`src/hw/cwrs_pkg.sv`:
```
/*
  Constants, state encodings and field positions for the cache write
  request sequencer. Assumes one 25 MHz clock and active-high async reset.
*/
package cwrs_pkg;
  localparam int VADDR_W = 27;
  localparam int PADDR_W = 36;
  localparam int PAGE_W = 9;
  localparam int SECT_W = 5;
  localparam int WORD_W = 36;
  localparam int BUF_N = 4;
  // Buffer select bits of the physical address, numbered from bit 0 = LSB
  localparam int BUF_SEL_LO = 0;
  // Page entry field positions
  localparam int KEY_ACCESS = 0;
  localparam int KEY_WRITABLE = 1;
  localparam int KEY_PUBLIC = 2;
  localparam int KEY_SOFTWARE = 3;
  localparam int KEY_CACHE = 4;
  localparam int KEY_N = 5;
  localparam logic [WORD_W-1:0] FAULT_WORD_RST = 36'h000000000;

  typedef enum logic [15:0] {
    ST_IDLE = 16'h0001,
    ST_READY = 16'h0002,
    ST_T0 = 16'h0004,
    ST_T1 = 16'h0008,
    ST_T2 = 16'h0010,
    ST_T3 = 16'h0020,
    ST_WR_T4 = 16'h0040,
    ST_CLR_WR = 16'h0080,
    ST_CLR_1 = 16'h0100,
    ST_CLR_3 = 16'h0200,
    ST_ONE_WR = 16'h0400,
    ST_XFER = 16'h0800,
    ST_XFER_T4 = 16'h1000,
    ST_PF_T1 = 16'h2000,
    ST_PF_T3 = 16'h4000,
    ST_RETRY = 16'h8000
  } cwrs_state_t;

  typedef enum logic [2:0] {
    PATH_NONE = 3'h0,
    PATH_HIT = 3'h1,
    PATH_CLEAR = 3'h2,
    PATH_WBACK = 3'h3,
    PATH_REFILL = 3'h4,
    PATH_FAIL = 3'h5,
    PATH_ONE = 3'h6
  } cwrs_path_t;
endpackage : cwrs_pkg

```
`src/hw/cwrs_sequencer.sv`:
```
/*
  Write request time-state sequencer of the storage controller cache
  control. Assumes arbitration, writeback, refill and fail-recovery
  sequences sit outside; writeback and refill report back with done pulses.
*/
module cwrs_sequencer
  import cwrs_pkg::*;
#(
  parameter int SEL_LO = BUF_SEL_LO
)
(
  input wire logic clk,
  input wire logic sys_rst,
  input wire logic writeReq,
  input wire logic [VADDR_W-1:0] virtualAddr,
  input wire logic userSpaceFlag,
  input wire logic reqPaged,
  input wire logic reqNeedPublic,
  input wire logic legacyPaging,
  input wire logic lookupEnable,
  input wire logic cacheLoadQualifier,
  input wire logic cachePresent,
  input wire logic busDiagFlag,
  input wire logic [PADDR_W-PAGE_W-1:0] entryPhysPage,
  input wire logic entryUser,
  input wire logic [SECT_W-1:0] entrySect,
  input wire logic entryInvalid,
  input wire logic [KEY_N-1:0] entryKeys,
  input wire logic anyValidMatch,
  input wire logic victimHasDirty,
  input wire logic coreFillSameLine,
  input wire logic coreBusy,
  input wire logic phaseChangeWarning,
  input wire logic writebackDone,
  input wire logic refillDone,
  input wire logic memoryAcknowledge,
  input wire logic [WORD_W-1:0] faultWord,
  output logic [PADDR_W-1:0] physicalAddr,
  output logic [VADDR_W-1:0] lookupIndex,
  output logic responseSignal,
  output logic faultHold,
  output logic faultHandleSignal,
  output logic pageFailSignal,
  output logic [WORD_W-1:0] busRegister,
  output logic dataClearDoneState,
  output logic forceMatch,
  output logic useTableUpdate,
  output logic cacheWrite,
  output logic dirLoad,
  output logic victimClear,
  output logic writebackStart,
  output logic refillStart,
  output logic [BUF_N-1:0] bufferHold,
  output logic coreWriteStart,
  output logic [1:0] bufferSelect,
  output logic coreCycleActive,
  output logic cycleLatch,
  output logic reqPending
);
  // Select pair must sit inside the physical address
  if (SEL_LO < 0 || SEL_LO > PADDR_W - 2)
  begin : g_bad_sel
    $error("Buffer select position out of range");
  end

  // ------------------------------------------------------------
  // State
  // ------------------------------------------------------------
  typedef struct packed {
    cwrs_state_t st;
    cwrs_path_t path;
    logic pend;
    logic cyc;
    logic refilled;
    logic waitWb;
    logic waitRf;
    logic [PADDR_W-1:0] pa;
    logic resp;
    logic hold;
    logic handle;
    logic pfSig;
    logic [WORD_W-1:0] busReg;
    logic clrDone;
    logic force_;
    logic useUpd;
    logic cwr;
    logic dirLd;
    logic vclr;
    logic wbStart;
    logic rfStart;
    logic [BUF_N-1:0] bhold;
    logic coreStart;
  } cwrs_seq_t;
  cwrs_seq_t s_q, s_d;

  logic pageEntryHit, refLegal, pageCacheable, qBusy, qLoad;
  logic [1:0] qSel, loadSel;

  assign lookupIndex = virtualAddr;
  assign loadSel = s_q.pa[SEL_LO +: 2];
  assign qLoad = (s_q.st == ST_ONE_WR);

  cwrs_entry_check u_check (
    .entryUser(entryUser),
    .entrySect(entrySect),
    .entryInvalid(entryInvalid),
    .entryKeys(entryKeys),
    .userSpaceFlag(userSpaceFlag),
    .reqSect(virtualAddr[VADDR_W-1 -: SECT_W]),
    .reqNeedPublic(reqNeedPublic),
    .pageEntryHit(pageEntryHit),
    .refLegal(refLegal),
    .pageCacheable(pageCacheable)
  );

  cwrs_buf_queue u_queue (
    .clk(clk),
    .sys_rst(sys_rst),
    .load(qLoad),
    .loadSel(loadSel),
    .memoryAcknowledge(memoryAcknowledge),
    .queueBusy(qBusy),
    .bufferSelect(qSel)
  );

  // Path choice at the decision state
  function automatic cwrs_path_t choose_path(
    input logic paged, input logic hit, input logic legal,
    input logic cacheable, input logic refilled, input logic legacy,
    input logic look, input logic load, input logic present,
    input logic diag, input logic anyMatch, input logic dirty);
    logic useCache;
    begin
      useCache = 1'b0;
      if (paged && !hit)
        return (legacy && !refilled) ? PATH_REFILL : PATH_FAIL;
      if (paged && !legal)
        return PATH_FAIL;
      if (!look || !present || diag)
        return PATH_ONE;
      useCache = load && (!paged || cacheable);
      if (anyMatch)
        return PATH_HIT;
      if (!useCache)
        return PATH_ONE;
      return dirty ? PATH_WBACK : PATH_CLEAR;
    end
  endfunction : choose_path

  // ------------------------------------------------------------
  // Next state
  // ------------------------------------------------------------
  always_comb
  begin
    s_d = s_q;
    s_d.resp = 1'b0;
    s_d.pfSig = 1'b0;
    s_d.useUpd = 1'b0;
    s_d.cwr = 1'b0;
    s_d.dirLd = 1'b0;
    s_d.vclr = 1'b0;
    s_d.wbStart = 1'b0;
    s_d.rfStart = 1'b0;
    s_d.coreStart = 1'b0;
    s_d.bhold = '1;
    if (writeReq)
      s_d.pend = 1'b1;
    if (s_q.waitWb && writebackDone)
      s_d.waitWb = 1'b0;
    if (s_q.waitRf && refillDone)
      s_d.waitRf = 1'b0;
    case (s_q.st)
      ST_IDLE:
      begin
        s_d.cyc = 1'b0;
        if (s_q.pend && !s_q.waitWb && !s_q.waitRf)
          s_d.st = ST_READY;
        else if (!s_q.pend)
          s_d.refilled = 1'b0;
      end
      ST_READY:
      begin
        // clear pending, set cycle latch, form address
        s_d.pend = writeReq;
        s_d.cyc = 1'b1;
        s_d.hold = 1'b0;
        s_d.handle = 1'b0;
        s_d.pa = reqPaged ?
          {entryPhysPage, virtualAddr[PAGE_W-1:0]} :
          PADDR_W'(virtualAddr);
        s_d.st = ST_T0;
      end
      ST_T0: s_d.st = ST_T1;
      ST_T1: s_d.st = ST_T2;
      ST_T2:
      begin
        s_d.path = choose_path(reqPaged, pageEntryHit, refLegal,
          pageCacheable, s_q.refilled, legacyPaging, lookupEnable,
          cacheLoadQualifier, cachePresent, busDiagFlag, anyValidMatch,
          victimHasDirty);
        s_d.st = ST_T3;
        if (s_d.path == PATH_HIT)
        begin
          // write-check with clear-done and use update
          s_d.clrDone = 1'b1;
          s_d.useUpd = 1'b1;
        end
        else if (s_d.path == PATH_CLEAR)
          s_d.st = ST_CLR_WR;
        else if (s_d.path == PATH_WBACK)
        begin
          s_d.wbStart = 1'b1;
          s_d.waitWb = 1'b1;
          s_d.st = ST_RETRY;
        end
        else if (s_d.path == PATH_FAIL)
        begin
          // fail signalled at first fail state
          s_d.pfSig = 1'b1;
          s_d.st = ST_PF_T1;
        end
      end
      ST_T3:
      begin
        s_d.st = ST_IDLE;
        if (s_q.path == PATH_HIT || s_q.path == PATH_CLEAR)
        begin
          // refuse while core fills same line
          if (coreFillSameLine)
          begin
            s_d.clrDone = 1'b0;
            s_d.force_ = 1'b0;
            s_d.st = ST_RETRY;
          end
          else
            s_d.st = ST_WR_T4;
        end
        else if (s_q.path == PATH_REFILL)
        begin
          s_d.rfStart = 1'b1;
          s_d.waitRf = 1'b1;
          s_d.refilled = 1'b1;
          s_d.st = ST_RETRY;
        end
        else if (s_q.path == PATH_ONE)
          s_d.st = (coreBusy || qBusy) ? ST_RETRY : ST_ONE_WR;
      end
      ST_WR_T4:
      begin
        // write data, set valid and written, respond
        s_d.cwr = 1'b1;
        s_d.resp = 1'b1;
        s_d.clrDone = 1'b0;
        s_d.force_ = 1'b0;
        s_d.refilled = 1'b0;
        s_d.st = ST_IDLE;
      end
      ST_CLR_WR:
      begin
        if (coreFillSameLine)
          s_d.st = ST_RETRY;
        else
        begin
          s_d.st = ST_CLR_1;
          s_d.dirLd = 1'b1;
          s_d.useUpd = 1'b1;
        end
      end
      ST_CLR_1:
      begin
        s_d.vclr = 1'b1;
        s_d.st = ST_CLR_3;
      end
      ST_CLR_3:
      begin
        // force match on victim, then third state
        s_d.clrDone = 1'b1;
        s_d.force_ = 1'b1;
        s_d.st = ST_T3;
      end
      ST_ONE_WR:
      begin
        // drop the selected buffer hold for one clock
        s_d.st = ST_XFER;
      end
      ST_XFER:
      begin
        if (phaseChangeWarning)
          s_d.st = ST_XFER_T4;
      end
      ST_XFER_T4:
      begin
        s_d.coreStart = 1'b1;
        s_d.resp = 1'b1;
        s_d.refilled = 1'b0;
        s_d.st = ST_IDLE;
      end
      ST_PF_T1: s_d.st = ST_PF_T3;
      ST_PF_T3:
      begin
        // fault word to bus register and hold
        s_d.busReg = faultWord;
        s_d.hold = 1'b1;
        s_d.handle = !legacyPaging;
        s_d.resp = 1'b1;
        s_d.refilled = 1'b0;
        s_d.st = ST_IDLE;
      end
      ST_RETRY:
      begin
        s_d.pend = 1'b1;
        s_d.st = ST_IDLE;
      end
      default: s_d.st = ST_IDLE;
    endcase
    // hold drop is registered so it lasts exactly one clock
    if (s_q.st == ST_ONE_WR)
      s_d.bhold = '1;
    else if (s_d.st == ST_ONE_WR)
      s_d.bhold[s_q.pa[SEL_LO +: 2]] = 1'b0;
  end

  always_ff @(posedge clk or posedge sys_rst)
  begin
    if (sys_rst)
    begin
      s_q <= '0;
      s_q.st <= ST_IDLE;
      s_q.path <= PATH_NONE;
      s_q.busReg <= FAULT_WORD_RST;
      s_q.bhold <= '1;
    end
    else
      s_q <= s_d;
  end

  // ------------------------------------------------------------
  // Outputs
  // ------------------------------------------------------------
  assign physicalAddr = s_q.pa;
  assign responseSignal = s_q.resp;
  assign faultHold = s_q.hold;
  assign faultHandleSignal = s_q.handle;
  assign pageFailSignal = s_q.pfSig;
  assign busRegister = s_q.busReg;
  assign dataClearDoneState = s_q.clrDone;
  assign forceMatch = s_q.force_;
  assign useTableUpdate = s_q.useUpd;
  assign cacheWrite = s_q.cwr;
  assign dirLoad = s_q.dirLd;
  assign victimClear = s_q.vclr;
  assign writebackStart = s_q.wbStart;
  assign refillStart = s_q.rfStart;
  assign bufferHold = s_q.bhold;
  assign coreWriteStart = s_q.coreStart;
  // queue drives select; acknowledge ends the core cycle
  assign bufferSelect = qSel;
  assign coreCycleActive = qBusy;
  assign cycleLatch = s_q.cyc;
  assign reqPending = s_q.pend;
endmodule : cwrs_sequencer

```
`src/hw/cwrs_entry_check.sv`:
```
/*
  Page entry legality and match check, purely combinational.
  Assumes the stored entry comes from a lookup indexed by virtual address.
*/
module cwrs_entry_check
  import cwrs_pkg::*;
(
  input wire logic entryUser,
  input wire logic [SECT_W-1:0] entrySect,
  input wire logic entryInvalid,
  input wire logic [KEY_N-1:0] entryKeys,
  input wire logic userSpaceFlag,
  input wire logic [SECT_W-1:0] reqSect,
  input wire logic reqNeedPublic,
  output logic pageEntryHit,
  output logic refLegal,
  output logic pageCacheable
);
  always_comb
  begin
    pageEntryHit = (entryUser == userSpaceFlag) && (entrySect == reqSect) &&
                   !entryInvalid;
    refLegal = entryKeys[KEY_ACCESS] && entryKeys[KEY_WRITABLE] &&
               (entryKeys[KEY_PUBLIC] || !reqNeedPublic);
    pageCacheable = entryKeys[KEY_CACHE];
  end
endmodule : cwrs_entry_check

```
`src/hw/cwrs_buf_queue.sv`:
```
/*
  Write-request queue remembering which memory buffer holds the word.
  Assumes acknowledge arrives only while a core write is outstanding.
*/
module cwrs_buf_queue
  import cwrs_pkg::*;
(
  input wire logic clk,
  input wire logic sys_rst,
  input wire logic load,
  input wire logic [1:0] loadSel,
  input wire logic memoryAcknowledge,
  output logic queueBusy,
  output logic [1:0] bufferSelect
);
  typedef struct packed {
    logic busy;
    logic [1:0] sel;
  } cwrs_queue_t;
  cwrs_queue_t s_q, s_d;
  always_comb
  begin
    s_d = s_q;
    if (memoryAcknowledge)
      s_d.busy = 1'b0;
    // record loaded buffer; a new load wins over a clear
    if (load)
    begin
      s_d.busy = 1'b1;
      s_d.sel = loadSel;
    end
  end
  always_ff @(posedge clk or posedge sys_rst)
  begin
    if (sys_rst)
      s_q <= '0;
    else
      s_q <= s_d;
  end
  assign queueBusy = s_q.busy;
  assign bufferSelect = s_q.sel;
endmodule : cwrs_buf_queue

```
`config.mk`:
```
export PLATFORM = sky130hd
export DESIGN_NAME = cwrs_sequencer
export DESIGN_NICKNAME = d
export VERILOG_FILES = /design/src/hw/cwrs_pkg.sv /design/src/hw/cwrs_sequencer.sv /design/src/hw/cwrs_entry_check.sv /design/src/hw/cwrs_buf_queue.sv
export SDC_FILE = /design/constraint.sdc
export NUM_CORES = 1
export LEC_CHECK = 0
export BUFFER_PORTS_ARGS = -buffer_cell sky130_fd_sc_hd__buf_2
export CORE_ASPECT_RATIO = 0.8
export CORE_UTILIZATION = 52
export DETAILED_ROUTE_END_ITERATION = 8
export PLACE_DENSITY = 0.86
export SLEW_MARGIN = 25
export SYNTH_ARGS = -nofsm -noshare
export SYNTH_HDL_FRONTEND = slang
export SYNTH_HIERARCHICAL = 1
export SYNTH_SLANG_ARGS = --single-unit
```
`constraint.sdc`:
```
create_clock -name clk -period 6.2 [get_ports clk]
set_clock_uncertainty 0.15 [all_clocks]
set_input_delay 0.31 -clock clk [delete_from_list [all_inputs] [get_ports clk]]
set_output_delay 0.31 -clock clk [all_outputs]
set_load 0.01 [all_outputs]
```
-- Word level (Yosys, flattened, before mapping)
Index checks and enable logic that the tools add are counted.
- flip-flop bits (word level): 116
- latch bits: 0
- RAM bits: 0
- memory bits (read-only): 0
- bits of input ports: 121
- output and inout bits: 121
- word-level logic and storage cells: 200
- memories kept: 0
- add/subtract/negate cells: 0
- $mul: 0
- divide/modulo/power cells: 0
- magnitude comparators: 2
- equality and inequality tests: 34
- shifts and indexed selects: 0
- multiplexer cells: 97
- bitwise gates (word level): 1
- reductions and logical operators: 41
- operators with widths (cell ; number):
    case mux 16 bit (12 select lines) ; 1
    two-way mux 16 bit ; 11
    two-way mux 1 bit ; 58
    two-way mux 3 bit ; 13
    two-way mux 36 bit ; 1
    equality test 16 x 11 -> 1 bit, second input constant ; 2
    equality test 16 x 1 -> 1 bit, second input constant ; 1
    equality test 16 x 10 -> 1 bit, second input constant ; 1
    equality test 16 x 12 -> 1 bit, second input constant ; 1
    equality test 16 x 13 -> 1 bit, second input constant ; 1
    equality test 16 x 14 -> 1 bit, second input constant ; 1
    equality test 16 x 15 -> 1 bit, second input constant ; 1
    equality test 16 bit, second input constant ; 1
    equality test 16 x 2 -> 1 bit, second input constant ; 1
    equality test 16 x 3 -> 1 bit, second input constant ; 1
    equality test 16 x 4 -> 1 bit, second input constant ; 1
    equality test 16 x 5 -> 1 bit, second input constant ; 1
    equality test 16 x 6 -> 1 bit, second input constant ; 1
    equality test 16 x 7 -> 1 bit, second input constant ; 1
    equality test 16 x 8 -> 1 bit, second input constant ; 1
    equality test 16 x 9 -> 1 bit, second input constant ; 1
    two-way mux 14 bit ; 1
    != test 2 bit, second input constant ; 7
    logical AND 1 bit ; 13
    24 further kinds ; 53

-- Depth between registers and ports, before layout
Gate-level depths: netlist (run 1).
- depth after elaboration: 36
- gate-level depth with buffers: 8
- depth with buffers taken out: 8

-- Hierarchy
Netlist (run 1), hierarchy kept.
- modules (own cells, without submodules) (module ; times used ; cells an instance ; area an instance (um^2) ; seq. area each (um^2)):
    cwrs_sequencer ; 1 ; 496 ; 5515.3 ; 2834.0
    cwrs_buf_queue ; 1 ; 8 ; 113.9 ; 75.1
    cwrs_entry_check ; 1 ; 12 ; 92.6 ; 0.0

-- Worst setup path before layout (run 1)
Ideal clock, no wire load.
- kind: input-to-reg
- start: in virtualAddr[25]
- end: reg s_q[112] (netlist bit)
- setup time: 0.126 ns
- data arrival time: 2.180 ns
- required time: 5.924 ns
- path slack: 3.744 ns
- stages on the path: 8
- path buffers: 0
- cells stage by stage: xor2_1 or4_1 nor4_2 a21bo_2 a21bo_2 a31o_2 and3b_1 a221o_1
- RTL lines (what ; line ; RTL):
    start, declared ; cwrs_sequencer.sv:15 ; input wire logic [VADDR_W-1:0] virtualAddr,
    end, declared ; cwrs_sequencer.sv:94 ; cwrs_seq_t s_q, s_d;

-- Worst setup path in the final report (run 1)
- start: reg s_q[109] (netlist bit)
- end: reg s_q (netlist bit physicalAddr[5])
- word-level cells in the longest chain between the ends: 1
- ends and longest elaborated chain (what ; line ; RTL):
    equality test 16 x 2 -> 1 bit ; cwrs_sequencer.sv:172 ; case (s_q.st)
Every way passes these cells.
A chain may end at the register's enable or synchronous reset.

==> impl_metrics.ini, run 1 <==
[job]
drv_cap = 0

[place]
gp_routability_congestion = 0.838
placement.setup.worst_slack_ps = 3060
numPortBuffers = 240
place.detailed.hpwl_um = 8950

[drt]
drt-initial-drc-count = 186
avgViaCountPerCell = 5.00
dr_total_vias = 4284
wire_per_inst_um = 15.6
drt_pre_antenna_iters = 4
drcViolationCount = 0
antenna_violating_nets_post_route = 0
drt_wl_total_um = 13400

[clock_network]
tritoncts_clock_tree = yes
cts_repair_resize_count = 0
tritoncts_num_sinks = 116
ctsLongestPathBuffers = 2
clock_insertion_delay_worst_skew_ps = 400
clock_edge_transition_at_the_registers_on_the_reported_setup_and_hold_paths_ps = 50
cts_buffers = 17
h-tree-depth = 4
clk_root_buffer_cell = sky130_fd_sc_hd__clkbuf_16
cts_setup_buffers = 0

[yosys]
synth.top_cell.area_share_pct = 48.5
netlist-cell-type-count = 58
synthArstFlopShare_pct = 100
dominantRegCellSynth = sky130_fd_sc_hd__dfrtp_1
postSynthCellCount = 516
mappedNetlistArea_um2 = 5720
synthDominantAreaCellType = sky130_fd_sc_hd__dfrtp_1
synth_seq_area_share_pct = 50.8
postSynthAreaPerCell_um2 = 11.1
postSynthNetCount = 637
yosys_register_bits = 116
synth.most_common_cell = sky130_fd_sc_hd__dfrtp_1
yosys-top-cells-count = sky130_fd_sc_hd__dfrtp_1 (111), sky130_fd_sc_hd__buf_4 (104), sky130_fd_sc_hd__mux2_2 (48), sky130_fd_sc_hd__nand2_1 (48), sky130_fd_sc_hd__o21ai_0 (32)
yosys_warnings = 6
post_synth_edffs = 0
ys_top_cells_by_area = sky130_fd_sc_hd__dfrtp_1 (49%), sky130_fd_sc_hd__buf_4 (14%), sky130_fd_sc_hd__mux2_2 (9.4%)

[setup_path]
worst_path_cell_trace = or4_1 -> nor2_4 -> nand4_1 -> buf_4 -> mux2_2
regToRegStartpoint = s_q[109]
crit_path_top_delay_cell = sky130_fd_sc_hd__or4_1
r2r-end = physicalAddr[5]
worst_ep_arrival_time_ps = 3270
r2r_setup_slack_ps = 3060
required_worst_endpoint_ps = 6330
timing.setup.critical_path_class = flip-flop to flip-flop
depth_of_the_worst_register_to_register_path = 5
critPathTopFamily = simple AND/OR/NAND/NOR gates
cp_num_buf_inv = 1
critPathCaptureType = flip-flop
critPathMaxStageDelay_ps = 740
setup.worst_path.start_class = flip-flop
critPathMaxFanout = 51

[timing]
layout_min_cycle_time_ps = 3140
rsz0062_at_grt = false
period_share_pct = 50.7
timing.final.ws_setup_ps = 3060
final_setup_violation_count = 0
max_clock_freq_mhz = 318
worstMarginPinSlew_ps = 877
maxSlewHeadroom_pct = 41.5
maxSlewViolCount = 0
setup-tns-final_ps = 0
report.final.hold_viol_count = 0

[floorplanning]
die_x_um = 119
core_region_area_um2 = 10500
die_h_um = 95.8
start_util_pct = 54.6
floorplan.io_pins = 242
die_area_um2 = 11400
floorplan.rows = 33

[global_route]
track_usage_pct = 23.4
grt_pass1_vias = 4215
initial_antenna_violation_count = 0
grt_first_pass_wirelength_um = 20400
grt_start_max_net_pins = 70
global_route.overflow_total = 0

[power]
vdd_drop_max_uv = 208
total_power_uw = 2690
power_density_nw_per_um2 = 364
power.static_leakage_uw = 0.00380

[hold_path]
hold_end = physicalAddr[31]
timing.hold.worst.class = input port to flip-flop
hold_depth = 3
holdCritStartpoint = entryPhysPage[22]

[finish]
final_layout_size_suffix_gt1_share_pct = 48.3
flow.area_growth_from_synthesis_pct = 28.9
num_antenna_cells = 0
num-nets-final = 825

[run_status]
run_status = finished, final reports clean
[per-layer routing]
metal	vias up	track usage [%]	part of all wire [%]
met2	195	40.6	50
met1	2035	29.5	43
met4	0	8.23	1.2
li1	2038	-	-
met5	-	0	0
met3	16	4.62	6.0
[area by class of cell]
class / instances / area, um^2
multi-input combinational: 266 / 1900
tap: 140 / 175
timing repair buffer: 291 / 1700
fill: 713 / 3110
inverter: 12 / 47.5
clock buffer: 21 / 470
clock inverter: 11 / 174
sequential: 116 / 2910
[stage by stage]
stage	std cells	instance area (um^2)	hold WS (ps)	utilization, %
global placement	777	6250	53.7	59.6
finish	857	7380	10.1	70.3
global route	857	7380	5.55	70.3
floorplan	516	5720	-86.4	-
CTS	856	7370	0.640	70.2
detailed placement	777	6250	64.2	59.6
[what timing repair did]
item	in CTS	in global routing
hold buffers	47	1
endpoints found under the setup margin	0	0
hold endpoints to repair	93	1
[cells in the final DEF, fill, tap and decap left out, types with 3 or more instances in the layout]
| cell type | count |
|---|---|
| sky130_fd_sc_hd__nand3_1 | 4 |
| sky130_fd_sc_hd__nor2_1 | 23 |
| sky130_fd_sc_hd__buf_4 | 3 |
| sky130_fd_sc_hd__bufinv_16 | 4 |
| sky130_fd_sc_hd__nor4b_1 | 3 |
| sky130_fd_sc_hd__clkinvlp_4 | 3 |
| sky130_fd_sc_hd__or4_1 | 5 |
| sky130_fd_sc_hd__mux2i_1 | 18 |
| sky130_fd_sc_hd__nand3b_1 | 5 |
| sky130_fd_sc_hd__clkbuf_16 | 17 |
| sky130_fd_sc_hd__buf_2 | 240 |
| sky130_fd_sc_hd__nand4_1 | 4 |
| sky130_fd_sc_hd__nor3_1 | 7 |
| sky130_fd_sc_hd__nor2b_1 | 3 |
| sky130_fd_sc_hd__mux2_2 | 48 |
| sky130_fd_sc_hd__dfstp_2 | 5 |
| sky130_fd_sc_hd__o21ai_0 | 32 |
| sky130_fd_sc_hd__and3b_1 | 3 |
| sky130_fd_sc_hd__a21oi_1 | 3 |
| sky130_fd_sc_hd__nand2_1 | 48 |
| sky130_fd_sc_hd__dlygate4sd3_1 | 48 |
| sky130_fd_sc_hd__and3_1 | 4 |
| sky130_fd_sc_hd__inv_1 | 11 |
| sky130_fd_sc_hd__clkbuf_8 | 3 |
| sky130_fd_sc_hd__dfrtp_1 | 111 |
| sky130_fd_sc_hd__nor3b_1 | 4 |
| sky130_fd_sc_hd__xor2_1 | 9 |
[state kept, by name, summed over array words and instances (netlist names), 2 cells and up]
| signal | count |
|---|---|
| physicalAddr | 36 |
| busRegister | 36 |
| u_queue/bufferSelect | 2 |
| s_q | 22 |
| bufferHold | 4 |
[cell families (layout without fill, tap and decap cells)]
kind of cell | Yosys count | in the layout | synth area share, %
xor+xnor | 11 | 11 | 1.68
simple gates | 131 | 131 | 12.6
compound gates | 58 | 58 | 6.32
mux | 66 | 66 | 12.6
flops | 116 | 116 | 50.8
buf+inv | 134 | 335 | 16.0
[worst max-delay path by stage]
| stage | startpoint | to | cells past startpoint |
|---|---|---|---|
| after floorplan | sys_rst | busRegister[0] | 1 |
| after global placement | s_q[109] | physicalAddr[5] | 5 |
| after detailed placement | s_q[109] | physicalAddr[3] | 5 |
| after CTS | s_q[109] | physicalAddr[5] | 5 |
| after global routing | s_q[109] | physicalAddr[5] | 5 |
| final | s_q[109] | physicalAddr[5] | 5 |
[power by group]
part,switching (uW),total [uW],internal (uW)
logic,344,629,285
clock network,336,1040,706
registers,105,1020,913
total,784,2690,1900
[worst reg2reg max path: cells and delay by family, from the launching register on]
kind	cells	cell delay (ps)
buffers and inverters	1	530
muxes	1	360
and+or+nand+nor	3	1560
DFF	1	430
Power figures use the tool's default switching activity.
==> run 2, diff against run 1 <==
- CORE_UTILIZATION: 52 -> 44
- PLACE_DENSITY: 0.86 -> 0.77
- clock period: 6.2 -> 2.75 ns (I/O delays scaled with it)
==> run 2 against run 1 <==
  * Final cell count increased by 11%
  * Sequential share of layout area decreased by 3.1 points
  * Core utilization decreased by 5.9 points
  * Final area increased by 8.6%
  * Hold slack improved by 47 ps
  * Non-clock buffer count increased by 59
  * Sequential power increased by 120%
  * Register-to-register slack got worse by 2700 ps
  * First-iteration DRC count increased by 10%
  * Critical path type unchanged
  * Global-route usage decreased by 1.4 points
  * Combinational power increased by 150%
  * Largest cell class unchanged
  * Largest power group is now sequential cells
==> impl_metrics.ini, run 2 (same netlist as run 1, synthesis figures left out) <==
[power]
p_sw_share_pct = 29.3
p_clk_share_pct = 37.0
power_density_nw_per_um2 = 763
power.share.sequential_pct = 37.5
power.internal_uw = 4320
vdd_drop_max_uv = 568
power.static_leakage_uw = 0.00406
share_comb_of_total_power_pct = 25.5
switching_power_uw = 1790

[floorplanning]
die_h_um = 104
die_area_um2 = 13500
core_region_area_um2 = 12400
die_x_um = 129
start_util_pct = 46.0
floorplan.rows = 36
floorplan.io_pins = 242

[clock_network]
cts_repair_resize_count = 0
clock_insertion_delay_worst_skew_ps = 410
tritoncts_clock_tree = yes
cts_setup_buffers = 0
clk_root_buffer_cell = sky130_fd_sc_hd__clkbuf_16
ctsLongestPathBuffers = 2
h-tree-depth = 4
cts-hold-fix-buffers = 101
tritoncts_num_sinks = 116
clock_edge_transition_at_the_registers_on_the_reported_setup_and_hold_paths_ps = 50
cts_buffers = 17

[timing]
setup-tns-final_ps = 0
final_setup_violation_count = 0
layout_min_cycle_time_ps = 2430
max_clock_freq_mhz = 412
maxSlewViolCount = 0
timing.hold.ws_ps = 57.0
period_share_pct = 88.3
maxSlewHeadroom_pct = 42.5
report.final.hold_viol_count = 0
worstMarginPinSlew_ps = 860
rsz0062_at_grt = false

[global_route]
grt_first_pass_wirelength_um = 22900
grt_start_max_net_pins = 67
grt_pass1_vias = 4628
track_usage_pct = 22.0
global_route.overflow_total = 0
initial_antenna_violation_count = 1

[place]
numPortBuffers = 240
place.detailed.hpwl_um = 9240
gp_routability_congestion = 0.819
placedCellCount = 814

[drt]
drt_wl_total_um = 14500
drcViolationCount = 0
wire_per_inst_um = 15.3
drt-initial-drc-count = 205
drt_pre_antenna_iters = 4
dr_total_vias = 4547
avgViaCountPerCell = 4.80
antenna_violating_nets_post_route = 0

[setup_path]
worst_ep_arrival_time_ps = 2630
setup.worst_path.start_class = flip-flop
timing.critical_path.from = s_q[109]
critPathCaptureType = flip-flop
critPathMaxFanout = 12
timing.setup.critical_path_class = flip-flop to flip-flop
required_worst_endpoint_ps = 2950
regToRegStartpoint = s_q[109]

[finish]
fin_cells = 947
filler_cells = 962
seq_area_um2 = 2910
flow.area_growth_from_synthesis_pct = 40.1
final_layout_size_suffix_gt1_share_pct = 45.1
num-nets-final = 884
footprint_of_the_multi_input_gates_um2 = 1900
layout_commonest_cell = sky130_fd_sc_hd__buf_2
layout.cells.most_common_list = sky130_fd_sc_hd__buf_2 (240), sky130_fd_sc_hd__dfrtp_1 (111), sky130_fd_sc_hd__dlygate4sd3_1 (101)
num_antenna_cells = 0

[hold_path]
timing.hold.worst.class = input port to flip-flop
holdCritStartpoint = victimHasDirty

[job]
drv_cap = 0

[run_status]
run_status = finished, final reports clean
==> run 2: cell types whose count changed in the layout (fill, tap and decap cells not counted), sizes merged <==
| cell | delta |
|---|---|
| buf | +6 |
| bufinv | -1 |
| clkbuf | +3 |
| dlygate4sd3 | +53 |
| inv | -2 |
==> run 2: area by class of cell <==
class / count / area share, %
sequential: 116 / 36.3
timing repair buffer: 350 / 29.1
multi-input combinational: 266 / 23.7
clock buffer: 24 / 6.14
tap: 171 / 2.67
clock inverter: 8 / 1.55
inverter: 12 / 0.609
==> run 2: metal layers <==
layer | track usage [%] | up-vias | part of all wire [%]
met5 | 0 | - | 0
met4 | 7.97 | 0 | 1.8
met3 | 6.94 | 26 | 7.3
met2 | 38.7 | 200 | 51
met1 | 24.7 | 2160 | 40
li1 | - | 2161 | -
==> run 2: power by group through the flow <==
stage               Combinational [uW]  Sequential [uW]  Clock, uW
global route                      1720             2350       2390
detailed placement                1420             2310          0
global placement                  1370             2290          0
floorplan                         1250             2250          0
finish                            1560             2290       2260
CTS                               1550             2290       2310
==> run 2: worst max-delay path, stage by stage, from the launching register on <==
cell	delay, ps
sky130_fd_sc_hd__dfrtp_1	420
sky130_fd_sc_hd__or4_1	570
sky130_fd_sc_hd__buf_4	190
sky130_fd_sc_hd__nor2_4	150
sky130_fd_sc_hd__nand3_1	370
sky130_fd_sc_hd__and3b_1	390
sky130_fd_sc_hd__a221o_1	130
==> run 2: through the flow <==
step | instance area (um^2) | setup WS [ps] | util, % | total power, uW
3_5_place_dp | 6390 | 155 | 51.4 | 3730
4_1_cts | 8010 | 334 | 64.5 | 6140
6_report | 8010 | 322 | 64.5 | 6110
5_1_grt | 8010 | 165 | 64.5 | 6450
3_3_place_gp | 6390 | 209 | 51.4 | 3660
2_1_floorplan | 5730 | 362 | - | 3500
==> run 2: worst paths after layout <==
kind / to / slack, ps / depth (start not counted)
worst max-delay path: s_q[112] / 320 / 6
worst min-delay path: writebackStart / 60 / 3
worst max register to register: s_q[112] / 320 / 6
worst min register to register: physicalAddr[33] / 320 / 2
max in group asynchronous: bufferHold[0] / 1410 / 4
min in group asynchronous: s_q[105] / 320 / 3
